[config.mk]
export PLATFORM = sky130hd
export DESIGN_NAME = ipm_power_ctrl
export DESIGN_NICKNAME = d
export VERILOG_FILES = /design/src/verilog/ipm_pkg.sv /design/src/verilog/ipm_power_ctrl.sv
export SDC_FILE = /design/constraint.sdc
export NUM_CORES = 1
export LEC_CHECK = 0
export BUFFER_PORTS_ARGS = -buffer_cell sky130_fd_sc_hd__buf_2
export CORE_ASPECT_RATIO = 0.9
export CORE_MARGIN = 2
export CORE_UTILIZATION = 35
export CTS_BUF_LIST = sky130_fd_sc_hd__clkbuf_8
export DETAILED_ROUTE_END_ITERATION = 7
export GPL_ROUTABILITY_DRIVEN = 0
export REMOVE_ABC_BUFFERS = 1
export SETUP_SLACK_MARGIN = 0.05
export SKIP_CTS_REPAIR_TIMING = 1
export SYNTH_ARGS = -nofsm -noshare
export SYNTH_HDL_FRONTEND = slang
export SYNTH_SLANG_ARGS = --single-unit
[constraint.sdc]
create_clock -name ref_clk -period 2.3 [get_ports ref_clk]
set_input_delay 0 -clock ref_clk [delete_from_list [all_inputs] [get_ports ref_clk]]
set_output_delay 0 -clock ref_clk [all_outputs]
set_load 0.05 [all_outputs]
[src/verilog/ipm_pkg.sv]
package ipm_pkg;
	// power control register layout
	localparam logic [7:0] POWER_CONTROL_REG_RESET     = 8'h00;
	localparam int         IDLE_BIT_POS   = 0;
	localparam int         PD_BIT_POS     = 1;
	localparam logic [7:0] PORT_RESET     = 8'hFF;
	localparam logic [7:0] PULSE_HIGH     = 8'hFF;

	typedef enum logic [2:0] {
		IPM_RUN  = 3'b001,
		IPM_IDLE = 3'b010,
		IPM_PD   = 3'b100
	} ipm_mode_e;

	// software write to the power control register (byte write or bit operation)
	typedef struct packed {
		logic       wr;
		logic       bit_op;
		logic [7:0] data;
	} ipm_wr_s;

	// unit control outputs
	typedef struct packed {
		logic cpu_halt;
		logic t2_reset;
		logic pwm_reset;
		logic adc_abort;
		logic periph_run;
		logic osc_run;
	} ipm_ctl_s;
endpackage

[src/verilog/ipm_power_ctrl.sv]
`timescale 1ns/1ps
// Overview of operation
// - entering idle halts the cpu and stops and resets the capture timer.
// - entering idle resets both pulse outputs and drives them high.
// - entering idle aborts any conversion in progress.
// - in idle the timers, watchdog, serial ports and external interrupts keep running.
// - setting the power-down bit enters power-down and stops the oscillator.
// - the write setting the power-down bit is the last instruction run before power-down.
// - the power-down bit can only be set while the watchdog enable pin is high.
// - in power-down everything is frozen and ram and registers keep their values.
// - in power-down each port pin drives its port register value, but port 0 floats with external memory.
// - only a hardware reset leaves power-down; interrupts do not.
// - the reset ending power-down restores register defaults but leaves ram alone.
// - in power-down from external memory the high address port shows its register.
// - a port latch holding one is driven high by the strong pull-up in power-down.
// - strobes high in idle, low in power-down; port 0 floats with external memory and port 2 as tabled.
// - the power control register takes byte writes only, never bit operations.
module ipm_power_ctrl
	import ipm_pkg::*;
(
	input  wire logic       ref_clk,
	input  wire logic       rst,
	input  wire ipm_wr_s    power_control_reg_wr,
	input  wire logic       watchdog_enable_pin,
	input  wire logic       irq_pending,
	input  wire logic       ext_mem,
	input  wire logic [7:0] port2_reg,
	input  wire logic [7:0] addr_hi,
	input  wire logic       ale_run,
	input  wire logic       program_store_strobe_run,
	output ipm_ctl_s        ctl,
	output logic [7:0]      power_control_reg,
	output logic            in_idle,
	output logic            in_pd,
	output logic [7:0]      high_address_port,
	output logic            port0_oe_n,
	output logic            address_latch_strobe,
	output logic            program_store_strobe,
	output logic            pulse_output_0,
	output logic            pulse_output_1
);

	ipm_mode_e  mode;
	ipm_mode_e  next_mode;
	logic       ew_meta;
	logic       ew_sync;
	logic       irq_meta;
	logic       irq_sync;
	logic       byte_wr;

	// the core, capture timer, pulse unit and converter all stop outside run
	function automatic logic ipm_halts_core(input ipm_mode_e m);
		return (m != IPM_RUN);
	endfunction

	// the watchdog pin and the interrupt pass two flops before use
	// no reset here: they only carry levels, flushed within two edges of reset
	always_ff @(posedge ref_clk) begin
		ew_meta  <= watchdog_enable_pin;
		ew_sync  <= ew_meta;
		irq_meta <= irq_pending;
		irq_sync <= irq_meta;
	end

	// bit operations are ignored entirely, frozen while powered down
	// idle writes pass here; the register loads only in run, so idle keeps its image as well
	assign byte_wr = power_control_reg_wr.wr && !power_control_reg_wr.bit_op && (mode != IPM_PD);

	// mode sequencing; reset is the only exit from power-down
	always_comb begin
		next_mode = mode;
		case (mode)
			IPM_RUN: begin
				if (byte_wr && power_control_reg_wr.data[PD_BIT_POS] && ew_sync)
					next_mode = IPM_PD;
				else if (byte_wr && power_control_reg_wr.data[IDLE_BIT_POS])
					next_mode = IPM_IDLE;
			end
			IPM_IDLE: begin
				if (irq_sync)
					next_mode = IPM_RUN;
			end
			IPM_PD: next_mode = IPM_PD;
			default: next_mode = IPM_RUN;
		endcase
	end

	// mode register; reset is the one path that clears every mode
	always_ff @(posedge ref_clk) begin
		if (rst)
			mode <= IPM_RUN;
		else
			mode <= next_mode;
	end

	// register image; pd bit cannot be set with watchdog pin low
	always_ff @(posedge ref_clk) begin
		if (rst)
			power_control_reg <= POWER_CONTROL_REG_RESET;
		else if (byte_wr && mode == IPM_RUN) begin
			power_control_reg <= power_control_reg_wr.data;
			if (!ew_sync)
				power_control_reg[PD_BIT_POS] <= 1'b0;
		end else if (mode == IPM_IDLE && next_mode == IPM_RUN)
			power_control_reg[IDLE_BIT_POS] <= 1'b0;
	end

	// unit controls; ram has no reset path here so it is retained
	always_ff @(posedge ref_clk) begin
		if (rst)
			ctl <= '{default: 1'b0, periph_run: 1'b1, osc_run: 1'b1};
		else begin
			ctl.cpu_halt   <= ipm_halts_core(next_mode);
			ctl.t2_reset   <= ipm_halts_core(next_mode);
			ctl.pwm_reset  <= ipm_halts_core(next_mode);
			ctl.adc_abort  <= ipm_halts_core(next_mode);
			ctl.periph_run <= (next_mode != IPM_PD);
			ctl.osc_run    <= (next_mode != IPM_PD);
		end
	end

	// pin states per mode
	always_ff @(posedge ref_clk) begin
		if (rst) begin
			in_idle              <= 1'b0;
			in_pd                <= 1'b0;
			high_address_port    <= PORT_RESET;
			port0_oe_n           <= 1'b1;
			address_latch_strobe <= 1'b1;
			program_store_strobe <= 1'b1;
			pulse_output_0       <= 1'b1;
			pulse_output_1       <= 1'b1;
		end else begin
			in_idle        <= (next_mode == IPM_IDLE);
			in_pd          <= (next_mode == IPM_PD);
			pulse_output_0 <= 1'b1;
			pulse_output_1 <= 1'b1;
			case (next_mode)
				IPM_IDLE: begin
					address_latch_strobe <= 1'b1;
					program_store_strobe <= 1'b1;
					port0_oe_n           <= ext_mem;
					high_address_port    <= ext_mem ? addr_hi : port2_reg;
				end
				IPM_PD: begin
					address_latch_strobe <= 1'b0;
					program_store_strobe <= 1'b0;
					port0_oe_n           <= ext_mem;
					// latch ones go out on the strong pull-up
					high_address_port    <= port2_reg;
				end
				default: begin
					address_latch_strobe <= ale_run;
					program_store_strobe <= program_store_strobe_run;
					port0_oe_n           <= 1'b0;
					high_address_port    <= ext_mem ? addr_hi : port2_reg;
				end
			endcase
		end
	end

	// checks
	chk_pd_needs_ew: assert property (@(posedge ref_clk) disable iff (rst)
		($rose(in_pd)) |-> $past(ew_sync, 1))
		else $error("power-down entered with watchdog pin low");
	chk_pd_sticky: assert property (@(posedge ref_clk) disable iff (rst)
		in_pd |=> in_pd)
		else $error("power-down left without reset");
	chk_osc_stop_pd: assert property (@(posedge ref_clk) disable iff (rst)
		in_pd |-> !ctl.osc_run && ctl.cpu_halt)
		else $error("oscillator running in power-down");
	chk_idle_units: assert property (@(posedge ref_clk) disable iff (rst)
		in_idle |-> ctl.t2_reset && ctl.cpu_halt && ctl.adc_abort && ctl.pwm_reset)
		else $error("idle without unit reset");
	chk_idle_periph: assert property (@(posedge ref_clk) disable iff (rst)
		in_idle |-> ctl.periph_run && ctl.osc_run)
		else $error("peripherals stopped in idle");
	chk_pulse_high: assert property (@(posedge ref_clk) disable iff (rst)
		(in_idle || in_pd) |-> pulse_output_0 && pulse_output_1)
		else $error("pulse output low in reduced mode");
	chk_strobe_pd: assert property (@(posedge ref_clk) disable iff (rst)
		in_pd |-> !address_latch_strobe && !program_store_strobe)
		else $error("strobes not low in power-down");
	chk_p2_pd: assert property (@(posedge ref_clk) disable iff (rst)
		in_pd |-> high_address_port == $past(port2_reg, 1))
		else $error("port 2 not showing register in power-down");
	chk_bit_op: assert property (@(posedge ref_clk) disable iff (rst)
		(power_control_reg_wr.wr && power_control_reg_wr.bit_op && !in_pd && !in_idle) |=> $stable(power_control_reg))
		else $error("bit operation changed power control");
	chk_idle_wake: assert property (@(posedge ref_clk) disable iff (rst)
		(in_idle && irq_sync) |=> ##[0:1] !in_idle)
		else $error("idle not left on interrupt");
	chk_pd_frozen: assert property (@(posedge ref_clk) disable iff (rst)
		in_pd |=> $stable(power_control_reg) && $stable(ctl))
		else $error("state changed in power-down");
	chk_pd_bit_ew: assert property (@(posedge ref_clk) disable iff (rst)
		$rose(power_control_reg[PD_BIT_POS]) |-> $past(ew_sync, 1))
		else $error("power-down bit set with watchdog pin low");

	// pin levels in the reduced modes
	chk_strobe_idle: assert property (@(posedge ref_clk) disable iff (rst)
		in_idle |-> address_latch_strobe && program_store_strobe)
		else $error("strobes not high in idle");
	chk_p0_float: assert property (@(posedge ref_clk) disable iff (rst)
		(in_idle || in_pd) |-> port0_oe_n == $past(ext_mem, 1))
		else $error("port 0 not floating with external memory");
	chk_p2_idle: assert property (@(posedge ref_clk) disable iff (rst)
		in_idle |-> high_address_port ==
			($past(ext_mem, 1) ? $past(addr_hi, 1) : $past(port2_reg, 1)))
		else $error("port 2 wrong in idle");

	// main scenarios, including a refused power-down request
	cov_idle: cover property (@(posedge ref_clk) disable iff (rst) $rose(in_idle));
	cov_pd: cover property (@(posedge ref_clk) disable iff (rst) $rose(in_pd));
	cov_wake: cover property (@(posedge ref_clk) disable iff (rst) $fell(in_idle));
	cov_pd_ext: cover property (@(posedge ref_clk) disable iff (rst) in_pd && ext_mem);
	cov_pd_refused: cover property (@(posedge ref_clk) disable iff (rst)
		power_control_reg_wr.wr && !power_control_reg_wr.bit_op && power_control_reg_wr.data[PD_BIT_POS] && !ew_sync && !in_pd);

endmodule
==> metrics.md <==
| Metric | Value |
|---|---|
| Core area | 3110 um2 |
| Pre-antenna DRT Iters | 4 |
| Outcome | finished with violations |
| P&R area growth vs syn | 37.2% |
| Global-route wire length before repair | 4260 um |
| Final core utilization | 0.514 |
| RR Startpoint | mode[0] |
| Netlist cell types | 26 |
| Pwr/cell area | 743 nW/um2 |
| Final Non-Filler Cells | 229 |
| Synth warn | 0 |
| Pre-CTS setup slack | 0.564 ns |
| Post-detail-place hpwl | 1920 um |
| Final period util | 0.758 |
| CTS tree | yes |
| Clock root cell | clkbuf_8 |
| Mapped Cells | 124 |
| Final setup margin | 0.557 ns |
| Final-report max-slew violation count | 0 |
| Top-area cell type share of the netlist area | 0.514 |
| Kind of cell adding the most delay to the critical path | compound AO/OA/AOI/OAI gates |
| Die area | 3810 um2 |
| Critical path's largest stage delay | 0.60 ns |
| Final hold vios | 9 |
| Lkg Pwr | 0.743 nW |
| GR Util All Layers | 0.152 |
| # H-tree levels | 2 |
| Buffers and inverters on the worst path | 0 |
| Met3 WL post-DR | 290 um |
| # DRC | 0 |
| Slowest-stage cell, CP | o311a_1 |
| Skew final | 0.00280 ns |
| Top layer in use | met4 |
| Initial antenna violation count | 0 |
| Failing checks | hold timing |
| Final min period | 1.74 ns |
| Worst-path cell chain | nand4bb_1 -> o311a_1 -> mux2i_1 |
| DR WL met2 | 1180 um |
| Initial DRC Count | 44 |
| WP data required | 2.44 ns |
| Placed cell count | 214 |
| WHS | -0.0252 ns |
| Pwr Total | 1.19 mW |
| Most common cell after layout, fill and taps aside | buf_2 |
| CP Capture Type | register |
| Actual slew at the worst max-slew pin | 0.517 ns |
| Setup TNS | 0 ns |
| Commonest non-fill, non-tap cells in the layout | buf_2, dfxtp_1, nor2_1, a21oi_1 |
| Hold Crit Class | in -> reg |
| Crit path arrival time | 1.88 ns |
| Clock buffer depth | 2 |
| Worst hold start | port2_reg[6] |
| M1 WL | 1180 um |
| Critical Path Source Type | register |
| Largest net degree at the start of global routing | 33 |
| Final setup vio count | 0 |
| RSZ-0062 raised after global routing | no |
| Mean area per synthesized cell | 9.41 um2 |
| Mapped Area | 1170 um2 |
| Seq/Total Area, Yosys | 0.514 |
| F_max | 574 MHz |
| Clock sink total | 30 |
| Critical path type | reg -> reg |
| Synth top area cells | dfxtp_1, mux2i_1, nor2_1 |
| # IOs | 62 |
| Vias in the first global route | 1022 |
| Rows | 19 |
| N_diodes | 0 |
| Reg clk slew, reported paths | 0.06 ns |
| CP Max Fanout | 11 |
| Initial Util | 0.375 |
| Fin area | 1600 um2 |
| Num CTS Buffers | 5 |
| Max-cap violations | 0 |
| Final WL | 2720 um |
| Die Y | 58.8 um |
| DRT antenna net count | 0 |
| Slew Limit Headroom | 0.655 |
| Layout cells sized above 1 | 0.364 |
| Critical path launch point | mode[0] |
| Port Buffer Count | 59 |
| Routed len/inst | 11.9 um |
| Number of synthesized register bits | 30 |
| Largest area contributor in the netlist | dfxtp_1 |
| Vias | 1063 |
| GRT overflow | 0 |
| Fin nets | 220 |
| Maximum vdd drop | 345 uV |
| Clk_lat worst skew | 0.28 ns |
| Die Width | 64.9 um |
| R2R Setup Slk | 0.56 ns |
| Placed Area | 1450 um2 |
| Via/cell ratio | 4.64 |
## cell type report
type | count | area, um2
timing repair buffer | 68 | 383
clock buffer | 5 | 68.8
multi-input combinational | 77 | 470
clock inverter | 2 | 7.51
fill | 313 | 1510
inverter | 5 | 18.8
tap | 42 | 52.6
sequential | 30 | 601
## synth_stat cells
cell type,count
buf_4,6
clkbuf_1,4
or2_2,1
nor4b_1,1
buf_6,1
o21ai_0,8
inv_1,4
dfxtp_1,30
o311a_1,2
nand2_1,1
nand3_1,7
o311ai_0,2
or3_1,2
or3b_1,1
nor2_1,19
nand4bb_1,2
clkinv_1,1
nor4bb_1,1
mux2i_1,8
a21oi_1,13
o211ai_1,1
a41oi_2,2
nor3_1,3
conb_1,1
nor2b_1,1
buf_2,2
## worst min-delay path: stages
cell and delay (ns):
buf_2 0.07, nor2_1 0.03, mux2i_1 0.10
## where the power goes
part | switching [mW] | internal, mW | total, mW | leakage [nW]
registers | 0.0146 | 0.551 | 0.566 | 0.248
logic | 0.174 | 0.0789 | 0.253 | 0.448
clock network | 0.172 | 0.198 | 0.371 | 0.0466
total | 0.361 | 0.828 | 1.19 | 0.743
## per-layer routing
metal | global-route usage | up-vias
li1 | - | 551
met1 | 0.166 | 457
met2 | 0.236 | 46
met3 | 0.0746 | 9
met4 | 0.100 | 0
met5 | 0 | -
## cells by family after synthesis
kind of cell / share of synthesized area
simple gates: 0.171
flops: 0.514
other cells: 0.00321
compound gates: 0.156
mux: 0.0686
buf+inv: 0.0857
## worst paths after layout
check | endpoint | depth (start not counted)
worst max-delay path | high_address_port[3] | 3
worst min-delay path | high_address_port[6] | 3
worst max register to register | high_address_port[3] | 3
worst min register to register | ew_sync | 0
Power figures use the tool's default switching activity.
